### src/verilog/cm_map_regs.svh
/*
  Constants for the cable-modem MAP / SID front end: well-known addresses,
  service ID values, transport PID, retry limits and protocol times.
  Assumes a 250 MHz MAC clock; cycle counts are derived from the period.
*/
`ifndef CM_MAP_REGS_SVH
`define CM_MAP_REGS_SVH

// clock
`define CLK_PERIOD_NS   64'd4
`define NS_PER_MS       64'd1000000

// MAC addresses, first octet in [47:40]; bit 40 is the first bit on the wire
`define ADDR_ALL_CM     48'h01e02f000001
`define ADDR_RSV_LO     48'h01e02f000002
`define ADDR_RSV_HI     48'h01e02f00000f
`define ADDR_GROUP_BIT  40

// service IDs (14 bits)
`define SID_NONE        14'h0000
`define SID_INIT        14'h0000
`define SID_ALL         14'h3fff
`define SID_MC_LO       14'h3ff1
`define SID_MC_HI       14'h3ffe
`define SID_PRIO_BLOCK  6'h3e

// transport stream
`define DATA_PID        13'h1ffe
`define TS_SYNC_BYTE    8'h47
`define TS_LAST_IDX     8'd187

// retry limits
`define RNG_RETRIES     5'd16
`define BW_RETRIES      5'd16

// protocol times in ms
`define SYNC_LOSS_MS    64'd600
`define UCD_INTERVAL_MS 64'd2000
`define RNG_INTERVAL_MS 64'd2000
`define WAIT_MULT       64'd5
`define REG_WAIT_MS     64'd3000

// longest times, rounded down to whole cycles
`define SYNC_LOSS_CYC   (`SYNC_LOSS_MS * `NS_PER_MS / `CLK_PERIOD_NS)
`define UCD_WAIT_CYC    (`WAIT_MULT * `UCD_INTERVAL_MS * `NS_PER_MS / `CLK_PERIOD_NS)
`define RNG_WAIT_CYC    (`WAIT_MULT * `RNG_INTERVAL_MS * `NS_PER_MS / `CLK_PERIOD_NS)
`define REG_WAIT_CYC    (`REG_WAIT_MS * `NS_PER_MS / `CLK_PERIOD_NS)

`endif

### src/verilog/cm_map_pkg.sv
/*
  Types shared by the MAP / SID front end.
  Assumes nothing beyond a SystemVerilog compiler.
*/
package cm_map_pkg;

  // class of a MAP information element, by its service ID
  typedef enum logic [2:0] {SC_NONE, SC_ALL, SC_MCAST, SC_PRIO, SC_MINE, SC_OTHER} sid_class_t;

  // transport packet header walk
  typedef enum logic [2:0] {TS_HUNT, TS_PID_HI, TS_PID_LO, TS_FLAGS, TS_BODY} ts_state_t;

endpackage

### src/verilog/cm_map_sid_decoder.sv
/*
  Cable-modem MAC front end: downstream address check, data PID filter with
  a 16-word byte FIFO, MAP element service ID classification, protocol
  timers and retry limits.
  Assumes every input comes from logic on CLK; the MAP parser presents one
  element per IE_VALID pulse with burst geometry relative to its start.
*/
`timescale 1ns/100ps
`default_nettype none
`include "cm_map_regs.svh"

// Overview of operation
// accept frames sent to all-modems address
// reserved multicast range frames are never bridged
// addresses compared in LSB-first wire order
// no-modem SID zero never allows transmit
// unranged modem identifies with SID zero
// all-modems SID is open contention
// size-limited SIDs valid only in request/data
// size-limited burst: offset multiple of N, N slots
// priority SID block only in request elements
// request only if own priority bit set
// pass payload only from data PID packets
// head end sends sync within 200 ms
// head end sends descriptors within 2 s
// head end maps at most 4096 slots ahead
// sync lost after 600 ms without sync
// ranging fails only after 16 retries
// bandwidth request dropped after 16 retries
// map elements decided well within 200 us
// head end allows 1 ms before invited ranging
// descriptor wait at most five descriptor intervals
// ranging wait at most five ranging intervals
// registration reply wait at most 3 s
// own unicast SID means dedicated grant
module cm_map_sid_decoder #(
  parameter int         NUM_SID        = 4,
  parameter int         FIFO_DEPTH     = 16,
  parameter logic [3:0] IUC_REQUEST    = 4'h1,
  parameter logic [3:0] IUC_REQ_DATA   = 4'h2,
  parameter logic [3:0] IUC_INIT_MAINT = 4'h3,
  parameter logic [31:0] SYNC_LOSS_CYC = 32'(`SYNC_LOSS_CYC),
  parameter logic [31:0] UCD_WAIT_CYC  = 32'(`UCD_WAIT_CYC),
  parameter logic [31:0] RNG_WAIT_CYC  = 32'(`RNG_WAIT_CYC),
  parameter logic [31:0] REG_WAIT_CYC  = 32'(`REG_WAIT_CYC)
) (
  input  wire logic                  CLK,
  input  wire logic                  RST_N,
  // downstream frame destination
  input  wire logic                  DA_VALID,
  input  wire logic [47:0]           DA,
  input  wire logic [47:0]           OWN_MAC,
  output logic                       FRAME_VALID,
  output logic                       FRAME_ACCEPT,
  output logic                       FRAME_NO_BRIDGE,
  // transport stream in, MAC bytes out
  input  wire logic                  TS_VALID,
  input  wire logic                  TS_START,
  input  wire logic [7:0]            TS_BYTE,
  output logic                       TS_READY,
  output logic                       MAC_VALID,
  output logic [7:0]                 MAC_BYTE,
  input  wire logic                  MAC_READY,
  // MAP information elements
  input  wire logic                  IE_VALID,
  input  wire logic [13:0]           IE_SID,
  input  wire logic [3:0]            IE_IUC,
  input  wire logic [13:0]           IE_LEN,
  input  wire logic [13:0]           BURST_OFF,
  input  wire logic [13:0]           BURST_LEN,
  input  wire logic                  TX_PENDING,
  input  wire logic [2:0]            TX_PRIORITY,
  input  wire logic [NUM_SID*14-1:0] OWN_SIDS,
  input  wire logic [NUM_SID-1:0]    OWN_SID_VALID,
  output logic                       IE_OUT_VALID,
  output logic [2:0]                 IE_CLASS,
  output logic                       IE_TX_OK,
  output logic [3:0]                 IE_SLOT_LIMIT,
  output logic [13:0]                TX_SID,
  // protocol events and timers
  input  wire logic                  SYNC_RX,
  input  wire logic                  UCD_RX,
  input  wire logic                  UCD_WAIT_START,
  input  wire logic                  RNG_WAIT_START,
  input  wire logic                  REG_WAIT_START,
  input  wire logic                  REG_DONE,
  output logic                       SYNC_LOST,
  output logic                       UCD_TIMEOUT,
  output logic                       RNG_WAIT_TIMEOUT,
  output logic                       REG_TIMEOUT,
  output logic                       TX_INHIBIT,
  // retry accounting
  input  wire logic                  RNG_TIMEOUT_EV,
  input  wire logic                  RNG_OK,
  input  wire logic                  BW_TIMEOUT_EV,
  input  wire logic                  BW_OK,
  output logic                       RNG_FAILED,
  output logic                       BW_GAVE_UP
);

  // remainder of a by n, n in 1..14, by restoring division
  function automatic logic [3:0] mod_small(input logic [13:0] a, input logic [3:0] n);
    logic [4:0] r;
    r = 5'h00;
    for (int i = 13; i >= 0; i--) begin
      r = {r[3:0], a[i]};
      if (r >= {1'b0, n}) r = r - {1'b0, n};
    end
    return r[3:0];
  endfunction

  // true when sid is one of the assigned unicast identifiers
  function automatic logic sid_is_mine(input logic [13:0]           sid,
                                       input logic [NUM_SID*14-1:0] tbl,
                                       input logic [NUM_SID-1:0]    vld);
    logic hit;
    hit = 1'b0;
    for (int i = 0; i < NUM_SID; i++) begin
      if (vld[i] && tbl[i*14 +: 14] == sid) hit = 1'b1;
    end
    return hit;
  endfunction

  cm_map_pkg::ts_state_t  ts_state_q;
  cm_map_pkg::sid_class_t cls;
  logic [7:0]  ts_idx_q;
  logic [4:0]  pid_hi_q;
  logic        pid_match_q;
  logic        ts_take;
  logic        fifo_push;
  logic        ok;
  logic [3:0]  lim;
  logic        addr_all;
  logic        addr_rsv;
  logic        addr_own;
  logic        addr_bcast;
  logic        rng_opp;
  logic [4:0]  rng_cnt_q;
  logic [4:0]  bw_cnt_q;
  logic [31:0] since_sync_q;

  // address decode; octets compared whole, group bit is first on the wire
  assign addr_all   = DA == `ADDR_ALL_CM;
  assign addr_rsv   = DA[`ADDR_GROUP_BIT] && DA >= `ADDR_RSV_LO && DA <= `ADDR_RSV_HI;
  assign addr_own   = DA == OWN_MAC;
  assign addr_bcast = &DA;

  // frame verdict, one cycle after the address
  always_ff @(posedge CLK) begin
    if (!RST_N) begin
      FRAME_VALID     <= 1'b0;
      FRAME_ACCEPT    <= 1'b0;
      FRAME_NO_BRIDGE <= 1'b0;
    end else begin
      FRAME_VALID     <= DA_VALID;
      FRAME_ACCEPT    <= DA_VALID && (addr_all || addr_own || addr_bcast);
      FRAME_NO_BRIDGE <= DA_VALID && (addr_all || addr_rsv);
    end
  end

  // a header byte also waits on the FIFO; simpler than a separate bypass
  assign ts_take   = TS_VALID && TS_READY;
  assign fifo_push = TS_VALID && !TS_START && ts_state_q == cm_map_pkg::TS_BODY && pid_match_q;

  // packet header walk; adaptation fields are passed through untouched
  always_ff @(posedge CLK) begin
    if (!RST_N) begin
      ts_state_q  <= cm_map_pkg::TS_HUNT;
      ts_idx_q    <= 8'h00;
      pid_hi_q    <= 5'h00;
      pid_match_q <= 1'b0;
    end else if (ts_take) begin
      ts_idx_q <= ts_idx_q + 8'h01;
      if (TS_START) begin
        ts_idx_q    <= 8'h01;
        pid_match_q <= 1'b0;
        ts_state_q  <= (TS_BYTE == `TS_SYNC_BYTE) ? cm_map_pkg::TS_PID_HI : cm_map_pkg::TS_HUNT;
      end else begin
        case (ts_state_q)
          cm_map_pkg::TS_PID_HI: begin
            pid_hi_q   <= TS_BYTE[4:0];
            ts_state_q <= cm_map_pkg::TS_PID_LO;
          end
          cm_map_pkg::TS_PID_LO: begin
            pid_match_q <= {pid_hi_q, TS_BYTE} == `DATA_PID;
            ts_state_q  <= cm_map_pkg::TS_FLAGS;
          end
          cm_map_pkg::TS_FLAGS: begin
            ts_state_q <= cm_map_pkg::TS_BODY;
          end
          cm_map_pkg::TS_BODY: begin
            if (ts_idx_q == `TS_LAST_IDX) ts_state_q <= cm_map_pkg::TS_HUNT;
          end
          default: begin
            ts_state_q <= cm_map_pkg::TS_HUNT;
          end
        endcase
      end
    end
  end

  // payload buffer; a stalled consumer drops TS_READY back to the source
  stream_fifo #(
    .W     (8),
    .DEPTH (FIFO_DEPTH)
  ) u_fifo (
    .clk       (CLK),
    .rst_n     (RST_N),
    .in_valid  (fifo_push),
    .in_data   (TS_BYTE),
    .in_ready  (TS_READY),
    .out_valid (MAC_VALID),
    .out_data  (MAC_BYTE),
    .out_ready (MAC_READY)
  );

  // element classification by service ID
  always_comb begin
    cls = cm_map_pkg::SC_OTHER;
    ok  = 1'b0;
    lim = 4'h0;
    if (IE_SID == `SID_NONE) begin
      cls = cm_map_pkg::SC_NONE;
    end else if (IE_SID == `SID_ALL) begin
      cls = cm_map_pkg::SC_ALL;
      ok  = TX_PENDING;
    end else if (IE_SID >= `SID_MC_LO && IE_SID <= `SID_MC_HI) begin
      cls = cm_map_pkg::SC_MCAST;
      lim = IE_SID[3:0];
      ok  = TX_PENDING && IE_IUC == IUC_REQ_DATA
            && BURST_LEN != 14'h0000 && BURST_LEN <= {10'h000, lim}
            && mod_small(BURST_OFF, lim) == 4'h0
            && {1'b0, BURST_OFF} + {1'b0, BURST_LEN} <= {1'b0, IE_LEN};
    end else if (IE_SID[13:8] == `SID_PRIO_BLOCK) begin
      cls = cm_map_pkg::SC_PRIO;
      ok  = TX_PENDING && IE_IUC == IUC_REQUEST
            && IE_SID[TX_PRIORITY];
    end else if (sid_is_mine(IE_SID, OWN_SIDS, OWN_SID_VALID)) begin
      cls = cm_map_pkg::SC_MINE;
      ok  = TX_PENDING;
    end
    if (TX_INHIBIT) ok = 1'b0;
  end

  // verdict one cycle after the element, far inside the map lead time
  always_ff @(posedge CLK) begin
    if (!RST_N) begin
      IE_OUT_VALID  <= 1'b0;
      IE_CLASS      <= 3'(cm_map_pkg::SC_NONE);
      IE_TX_OK      <= 1'b0;
      IE_SLOT_LIMIT <= 4'h0;
    end else begin
      IE_OUT_VALID  <= IE_VALID;
      IE_CLASS      <= 3'(cls);
      IE_TX_OK      <= IE_VALID && ok;
      IE_SLOT_LIMIT <= lim;
    end
  end

  // identity used in ranging: initialization SID until unicast SID entry 0 is valid
  always_ff @(posedge CLK) begin
    if (!RST_N) begin
      TX_SID <= `SID_INIT;
    end else begin
      TX_SID <= OWN_SID_VALID[0] ? OWN_SIDS[13:0] : `SID_INIT;
    end
  end

  // broadcast initial-maintenance opportunity ends the ranging wait
  assign rng_opp = IE_VALID && IE_SID == `SID_ALL && IE_IUC == IUC_INIT_MAINT;

  // sync supervision, re-armed by every sync message
  proto_timer u_sync_tmr (
    .clk     (CLK),
    .rst_n   (RST_N),
    .limit   (SYNC_LOSS_CYC),
    .start   (SYNC_RX),
    .stop    (1'b0),
    .expired (SYNC_LOST)
  );

  proto_timer u_descriptor_wait_timer (
    .clk     (CLK),
    .rst_n   (RST_N),
    .limit   (UCD_WAIT_CYC),
    .start   (UCD_WAIT_START),
    .stop    (UCD_RX),
    .expired (UCD_TIMEOUT)
  );

  proto_timer u_broadcast_ranging_wait_timer (
    .clk     (CLK),
    .rst_n   (RST_N),
    .limit   (RNG_WAIT_CYC),
    .start   (RNG_WAIT_START),
    .stop    (rng_opp),
    .expired (RNG_WAIT_TIMEOUT)
  );

  proto_timer u_registration_reply_wait_timer (
    .clk     (CLK),
    .rst_n   (RST_N),
    .limit   (REG_WAIT_CYC),
    .start   (REG_WAIT_START),
    .stop    (REG_DONE),
    .expired (REG_TIMEOUT)
  );

  // no upstream while timing or channel parameters are in doubt
  always_ff @(posedge CLK) begin
    if (!RST_N) begin
      TX_INHIBIT <= 1'b0;
    end else begin
      TX_INHIBIT <= SYNC_LOST || UCD_TIMEOUT;
    end
  end

  // ranging retries; a timeout in the same cycle as an OK wins
  always_ff @(posedge CLK) begin
    if (!RST_N) begin
      rng_cnt_q  <= 5'h00;
      RNG_FAILED <= 1'b0;
    end else if (RNG_TIMEOUT_EV) begin
      if (rng_cnt_q == `RNG_RETRIES) begin
        RNG_FAILED <= 1'b1;
      end else begin
        rng_cnt_q <= rng_cnt_q + 5'h01;
      end
    end else if (RNG_OK) begin
      rng_cnt_q  <= 5'h00;
      RNG_FAILED <= 1'b0;
    end
  end

  // bandwidth request retries, same policy
  always_ff @(posedge CLK) begin
    if (!RST_N) begin
      bw_cnt_q   <= 5'h00;
      BW_GAVE_UP <= 1'b0;
    end else if (BW_TIMEOUT_EV) begin
      if (bw_cnt_q == `BW_RETRIES) begin
        BW_GAVE_UP <= 1'b1;
      end else begin
        bw_cnt_q <= bw_cnt_q + 5'h01;
      end
    end else if (BW_OK) begin
      bw_cnt_q   <= 5'h00;
      BW_GAVE_UP <= 1'b0;
    end
  end

  // cycles since the last sync, read only by the checks below
  always_ff @(posedge CLK) begin
    if (!RST_N) begin
      since_sync_q <= 32'h0000_0000;
    end else if (SYNC_RX) begin
      since_sync_q <= 32'h0000_0000;
    end else if (since_sync_q != 32'hffff_ffff) begin
      since_sync_q <= since_sync_q + 32'h0000_0001;
    end
  end
endmodule // cm_map_sid_decoder

`default_nettype wire

### src/verilog/stream_fifo.sv
/*
  Small first-word-fall-through FIFO with a registered output stage.
  Assumes one clock, synchronous active-low reset, DEPTH a power of two.
*/
`timescale 1ns/100ps
`default_nettype none

module stream_fifo #(
  parameter int W     = 8,
  parameter int DEPTH = 16,
  localparam int AW   = $clog2(DEPTH)
) (
  input  wire logic         clk,
  input  wire logic         rst_n,
  input  wire logic         in_valid,
  input  wire logic [W-1:0] in_data,
  output logic              in_ready,
  output logic              out_valid,
  output logic [W-1:0]      out_data,
  input  wire logic         out_ready
);

  logic [W-1:0]  mem [DEPTH];
  logic [AW-1:0] wr_ptr_q;
  logic [AW-1:0] rd_ptr_q;
  logic [AW:0]   count_q;
  logic [AW:0]   count_d;
  logic          push;
  logic          pop;

  // output stage refills whenever it is empty or being drained
  assign push = in_valid && in_ready;
  assign pop  = (count_q != '0) && (!out_valid || out_ready);

  // occupancy of the array, output stage not counted
  always_comb begin
    count_d = count_q;
    if (push && !pop) begin
      count_d = count_q + 1'b1;
    end else if (!push && pop) begin
      count_d = count_q - 1'b1;
    end
  end

  // pointers wrap naturally because DEPTH is a power of two
  always_ff @(posedge clk) begin
    if (!rst_n) begin
      wr_ptr_q <= '0;
      rd_ptr_q <= '0;
      count_q  <= '0;
      in_ready <= 1'b0;
    end else begin
      if (push) wr_ptr_q <= wr_ptr_q + 1'b1;
      if (pop) rd_ptr_q <= rd_ptr_q + 1'b1;
      count_q  <= count_d;
      in_ready <= count_d != (AW+1)'(DEPTH); // registered from count_d, so it drops in the cycle the array becomes full
    end
  end

  // storage carries no reset, it is never read before written
  always_ff @(posedge clk) begin
    if (push) mem[wr_ptr_q] <= in_data;
  end

  // registered output word
  always_ff @(posedge clk) begin
    if (!rst_n) begin
      out_valid <= 1'b0;
      out_data  <= '0;
    end else if (pop) begin
      out_valid <= 1'b1;
      out_data  <= mem[rd_ptr_q];
    end else if (out_ready) begin
      out_valid <= 1'b0;
    end
  end

endmodule // stream_fifo

`default_nettype wire

### src/verilog/proto_timer.sv
/*
  One-shot protocol timer: start (re)arms, stop disarms, expired is a level.
  Assumes one clock and a synchronous active-low reset; limit is at least 1.
*/
`timescale 1ns/100ps
`default_nettype none

module proto_timer #(
  parameter int W = 32
) (
  input  wire logic         clk,
  input  wire logic         rst_n,
  input  wire logic [W-1:0] limit,
  input  wire logic         start,
  input  wire logic         stop,
  output logic              expired
);

  logic [W-1:0] cnt_q;
  logic         run_q;

  // expired rises exactly limit cycles after the start edge; start beats stop
  always_ff @(posedge clk) begin
    if (!rst_n) begin
      cnt_q   <= '0;
      run_q   <= 1'b0;
      expired <= 1'b0;
    end else if (start) begin
      cnt_q   <= '0;
      run_q   <= 1'b1;
      expired <= 1'b0;
    end else if (stop) begin
      run_q   <= 1'b0;
      expired <= 1'b0;
    end else if (run_q) begin
      if (cnt_q == limit - 1'b1) begin
        run_q   <= 1'b0;
        expired <= 1'b1;
      end else begin
        cnt_q <= cnt_q + 1'b1;
      end
    end
  end

endmodule // proto_timer

`default_nettype wire

### config.mk
export PLATFORM = sky130hd
export DESIGN_NAME = cm_map_sid_decoder
export DESIGN_NICKNAME = d
export VERILOG_FILES = /design/src/verilog/cm_map_pkg.sv /design/src/verilog/cm_map_sid_decoder.sv /design/src/verilog/stream_fifo.sv /design/src/verilog/proto_timer.sv
export VERILOG_INCLUDE_DIRS = /design/src /design/src/verilog
export SDC_FILE = /design/constraint.sdc
export NUM_CORES = 1
export LEC_CHECK = 0
export ABC_CLOCK_PERIOD_IN_PS = 53100
export BUFFER_PORTS_ARGS = -buffer_cell sky130_fd_sc_hd__buf_4
export CAP_MARGIN = 20
export CELL_PAD_IN_SITES_DETAIL_PLACEMENT = 0
export CELL_PAD_IN_SITES_GLOBAL_PLACEMENT = 1
export CORE_ASPECT_RATIO = 0.6
export CORE_MARGIN = 2
export CORE_UTILIZATION = 50
export DETAILED_ROUTE_END_ITERATION = 8
export GPL_TIMING_DRIVEN = 0
export HOLD_SLACK_MARGIN = 0.02
export PLACE_DENSITY_LB_ADDON = 0.1
export REMOVE_ABC_BUFFERS = 1
export SLEW_MARGIN = 20
export SYNTH_ARGS = -nofsm -noshare
export SYNTH_HDL_FRONTEND = slang
export SYNTH_HIERARCHICAL = 1
export SYNTH_SLANG_ARGS = --single-unit
### constraint.sdc
create_clock -name CLK -period 53.1 [get_ports CLK]
set_input_delay 7.965 -clock CLK [delete_from_list [all_inputs] [get_ports CLK]]
set_output_delay 7.965 -clock CLK [all_outputs]
set_load 0.01 [all_outputs]
Yosys cells after proc, flatten, opt, wreduce, memory -nomap -nowiden

Memory sizes are Yosys's and may differ from the RTL's. A register that Yosys moved wholly into a read port is not among the register bits.
Index checks and enable logic that the tools add are counted.

Reduce and logical (&&, ||, !) cells: 73
Eq/ne operators: 30
Order comparisons: 21
Mux-type cells: 116
Bitwise gates (word level): 10
$add $sub $neg: 26

Operators with widths:

| kind                  | count |
|---|---|
| $mux 4                | 56 |
| $add 32x1->32 const B | 4 |
| $ge 5x4->1            | 13 |
| $eq 32x32->1 const B  | 2 |
| $eq 14x14->1          | 4 |
| $sub 4x4->4           | 13 |
| $eq 48x41->1 const B  | 1 |
| $eq 48x48->1          | 1 |
| $ge 48x41->1 const B  | 1 |
| $le 48x41->1 const B  | 1 |
| $reduce_and 48->1     | 1 |
| $mux 1                | 45 |
| $mux 5                | 8 |
| $eq 32x28->1 const B  | 1 |
| $eq 32x30->1 const B  | 1 |
| $logic_and 1x1->1     | 27 |
| $reduce_and 2->1      | 12 |
| $add 14x14->15        | 1 |
| $add 5x1->5 const B   | 3 |
| $le 15x14->1          | 1 |
| $eq 14x14->1 const B  | 1 |
| $ge 14x14->1 const B  | 1 |
| $le 14x14->1 const B  | 1 |
| $le 14x4->1           | 1 |
| other kinds (38)      | 76 |

Input bits: 245
Logic and storage cells: 313
Register bits after elaboration: 207
Output and inout port bits: 43
Memory bits (writable): 128
Memories kept: 1

Memory list:

| memory     | words | width | rd ports | clocked after Yosys merged registers in | wr ports | line              | text |
|---|---|---|---|---|---|---|---|
| u_fifo.mem | 16    | 8     | 1        | 1                                       | 1        | stream_fifo.sv:23 | `logic [W-1:0] mem [DEPTH];` |

Logic depth before layout (Yosys ltp)

Depth in word-level cells: 78
Gate-level depth with buffers: 122
Gate-level depth less buffers: 121

Hierarchy

Netlist, hierarchy kept.

By module, submodules not included:

| module             | area each (um^2) | cells each | instances | seq. area each (um^2) |
|---|---|---|---|---|
| proto_timer        | 3,089.2          | 412        | 4         | 680.7 |
| cm_map_sid_decoder | 8,057.7          | 991        | 1         | 1,121.1 |
| stream_fifo        | 6,043.3          | 344        | 1         | 4,304.1 |

Worst setup path after synthesis

OpenSTA, ideal clock, no wires.

Kind: input to register
From: input port IE_SID[1]
To: register IE_TX_OK
Required time: 53,021 ps
Buffers on the path: 4
Stages: 109
Slack: 24,693 ps
Arrival time: 28,328 ps
Setup time: 79 ps
Cells stage by stage: buf_2 inv_1 ha_1 or3b_1 a32o_1 inv_1 ha_1 a31o_1 o31a_1 or2_2 inv_1 ha_1 a311o_1 o22ai_1 o21a_4 mux2i_1 ha_1 a211oi_1 [73 not listed] inv_1 ha_1 nand2_1 o21ai_0 a31o_2 a21oi_1 o211ai_4 o21a_1 ha_1 nor2b_1 o21ai_0 nand2b_1 a31o_2 a21oi_1 nand2_1 o41ai_1 mux2i_1 a211oi_2

Cells in the longest elaborated chain, start to end: 78
Elaborated cells on any way between the ends: 120
Those cells by class: add/sub (14); order compare (17); eq/ne (5); mux (72); reduce/logical (12)

RTL lines:

| element                                          | line                      | text |
|---|---|---|
| start: declaration                               | cm_map_sid_decoder.sv:66  | `input wire logic [13:0] IE_SID,` |
| $sub 1x4->4 / $ge 1x4->1 (equally long branches) | cm_map_sid_decoder.sv:107 | `if (r >= {1'b0, n}) r = r - {1'b0, n};` |
| $mux 4                                           | cm_map_sid_decoder.sv:107 |  |
| $mux 4                                           | cm_map_sid_decoder.sv:227 | `` end else if (IE_SID >= `SID_MC_LO && IE_SID <= `SID_MC_HI) begin `` |
| $mux 4                                           | cm_map_sid_decoder.sv:224 | `` end else if (IE_SID == `SID_ALL) begin `` |
| $mux 4                                           | cm_map_sid_decoder.sv:222 | `` if (IE_SID == `SID_NONE) begin `` |
| $sub 4x4->4 / $ge 5x4->1 (equally long branches) | cm_map_sid_decoder.sv:107 |  |
| $mux 4                                           | cm_map_sid_decoder.sv:107 |  |
| $mux 4                                           | cm_map_sid_decoder.sv:227 |  |
| [62 not listed]                                  | -                         |  |
| $logic_not 4->1                                  | cm_map_sid_decoder.sv:232 | `&& mod_small(BURST_OFF, lim) == 4'h0` |
| $logic_and 1x1->1                                | cm_map_sid_decoder.sv:232 |  |
| $logic_and 1x1->1                                | cm_map_sid_decoder.sv:233 | `&& {1'b0, BURST_OFF} + {1'b0, BURST_LEN} <= {1'b0, IE_LEN};` |
| $mux 1                                           | cm_map_sid_decoder.sv:227 |  |
| $mux 1                                           | cm_map_sid_decoder.sv:224 |  |
| $mux 1 *                                         | cm_map_sid_decoder.sv:222 |  |
| $mux 1 *                                         | cm_map_sid_decoder.sv:242 | `if (TX_INHIBIT) ok = 1'b0;` |
| $logic_and 1x1->1 *                              | cm_map_sid_decoder.sv:255 | `IE_TX_OK <= IE_VALID && ok;` |
| end signal: assignment                           | cm_map_sid_decoder.sv:255 |  |
| end: declaration                                 | cm_map_sid_decoder.sv:77  | `output logic IE_TX_OK,` |

Every way passes the cells marked *; elsewhere a longest branch is shown, timed or not. The select of a mux whose other input is x is not followed.
A chain may end at the register's enable or synchronous reset.

Final worst setup path

Ends and elaborated chain as after synthesis.

==> qor.yml <==
cts_made_buffers: 36
clk_latency_ps: 560
slowest_stage: "inv_1"
cap_violations: 0
die_w_um: 301
vias: 24597
grt_max_degree: 36
clock-sinks: 343
coreArea_um2: 52400
hp-class: "reg2reg"
die_area_um2: 54800
yosysTopAreaCell: "dfxtp_1"
synthTopCellsByArea: "dfxtp_1, edfxtp_1, xnor2_1"
grt_usage_pct: 28.0
cts-root-buf: "clkbuf_16"
fin_skew_ps: 11.9
period_share_pct: 60.3
critical_path_depth: 105
worstPathArrival_ps: 32520
drt_iter0_markers: 2033
cp_max_fo: 26
synth-main-ff-cell: "dfxtp_1"
rows: 65
wirelength_um: 78600
syn_area_um2: 26500
cts_tree: "built"
cts_hold_buf: 0
viasPerCell: 5.53
wl_per_cell_um: 17.7
netlist-cell-type-count: 110
post_cts_buffers: 0
drtPass1Iterations: 5
drive_gt1_share_pct: 14.1
timing.fmax_mhz: 31.2
io_buffers: 287
timing.critical_path.mode_cell: "ha_1"
tightest_slew_ps: 1180
clock_path_buffers: 3
status: "complete, no violations"
relSlewSlack_pct: 20.6
start_util_pct: 50.5
hpwlAfterDp_um: 61200
grt_setup_unrepaired: "no"
cts-resized-gates: 0
period_minus_slack_ps: 32040
ys.warnings.count: 6
finalHoldViolCount: 0
reg2reg_depth: 9
gp_congestion: 0.940
maxSlewViolCount: 0
htree_levels: 2
path_delay_family: "compound AO/OA/AOI/OAI gates"
die_y_um: 182
synth_common_cells: "xnor2_1, nand2_1, nor2_1"
ant_nets: 0
crit_buf_inv: 7
area_growth_pct: 21.8
cp-start-kind: "input pin"
synth.most_common_cell: "xnor2_1"
grt_overflow: 0
synth_edf_count: 128
io_pins: 288
crit_required_ps: 53570
setup_viol: 0
hold_depth: 2
first_global_vias: 22904
drc: 0
worstSetupPathType: "in2reg"
end_kind: "register"
async_reset_ff_share_pct: 0
fin_nets: 4083
seq_area_frac_synth_pct: 30.8
synth_seq_cells: 343
whs_ps: 470
antenna_found_initial: 5
finalSetupTns_ps: 0
synth_cells: 2983
yosysTopAreaCellShare_pct: 16.3
clk_pin_slew_ps: 60
grt_pass1_wl_um: 123000
syn_avg_cell_area_um2: 8.87
critical-path-max-stage-delay_ps: 680
-- stage by stage --
step,cells,setup WS (ps),util [%],cell area (um^2)
6_report,4446,21060,61.5,32200
3_5_place_dp,4380,20860,59.3,31000
4_1_cts,4445,21390,61.5,32200
5_1_grt,4446,19220,61.5,32200
3_3_place_gp,4375,21490,58.9,30800
2_1_floorplan,3385,24790,-,27800
-- registers in the layout, indices dropped and copies added, names as in the netlist, 5 cells and up --
name	count
u_fifo/out_data	8
u_registration_reply_wait_timer/cnt_q	32
u_fifo/count_q	5
u_descriptor_wait_timer/cnt_q	32
ts_idx_q	8
bw_cnt_q	5
pid_hi_q	5
u_fifo/mem	128
u_sync_tmr/cnt_q	32
u_broadcast_ranging_wait_timer/cnt_q	32
TX_SID	14
rng_cnt_q	5
-- area by class of cell --
| class | instances | area [um^2] |
|---|---|---|
| fillers | 4538 | 20100 |
| multi-input cells | 2897 | 19200 |
| flip-flops and latches | 343 | 8150 |
| repair buffers | 292 | 2280 |
| clock buffers | 51 | 1020 |
| well taps | 703 | 880 |
| inverters | 145 | 544 |
| clock inverters | 14 | 158 |
| diodes | 1 | 2.50 |
-- worst paths after layout --
path,from,slack (ps),endpoint
min,ts_idx_q[1],470,ts_idx_q[1]
min reg2reg,ts_idx_q[1],470,ts_idx_q[1]
max,IE_SID[1],21060,IE_TX_OK
max reg2reg,u_descriptor_wait_timer/cnt_q[6],49980,u_descriptor_wait_timer/cnt_q[28]
-- layer usage --
metal	up-vias	GRT usage [%]	wire, um
li1	12045	-	-
met1	11670	42.8	38000
met2	792	42.3	33800
met3	88	3.60	5660
met4	2	5.19	1150
met5	-	0	12
-- cell usage in the layout, fill, tap and decap left out, types with 31 or more instances in the layout --
master,n
xor2_1,77
nor4_1,88
ha_1,109
edfxtp_1,128
or4_1,42
a31oi_1,52
a31o_2,41
dfxtp_1,213
o21ai_0,65
conb_1,535
mux2i_1,65
nand2_1,225
a211oi_1,43
nor2b_1,32
nor2_1,223
nand3_1,80
a21oi_1,117
nand2b_1,57
nor3_1,108
clkbuf_16,36
or3_1,39
inv_1,144
mux4_2,31
buf_4,287
and3_1,74
xnor2_1,233
nand4_1,105
and2_1,40
-- cell families (layout without fill, tap and decap cells) --
kind of cell / Yosys count / in the layout / share of synthesized area (%)
other: 2 / 536 / 0.0284
xor gates and xnor gates: 314 / 314 / 10.6
and+or+nand+nor: 1267 / 1267 / 27.2
adders and majority gates: 123 / 123 / 6.21
AOI/OAI and AO/OA: 541 / 541 / 14.4
DFF: 343 / 343 / 30.8
buffers and inverters: 276 / 502 / 4.58
muxes: 117 / 117 / 6.18
-- tightest hold or removal path: cells and delay by family, from the launching register on --
kind | cells | cell delay [ps]
AO/OA/AOI/OAI | 1 | 50
flip-flops | 1 | 320
AND/OR/NAND/NOR | 1 | 60
Power is left out: the tool's default activity adds up to more than one toggle a clock period on the data nets, which glitch-free logic cannot reach.
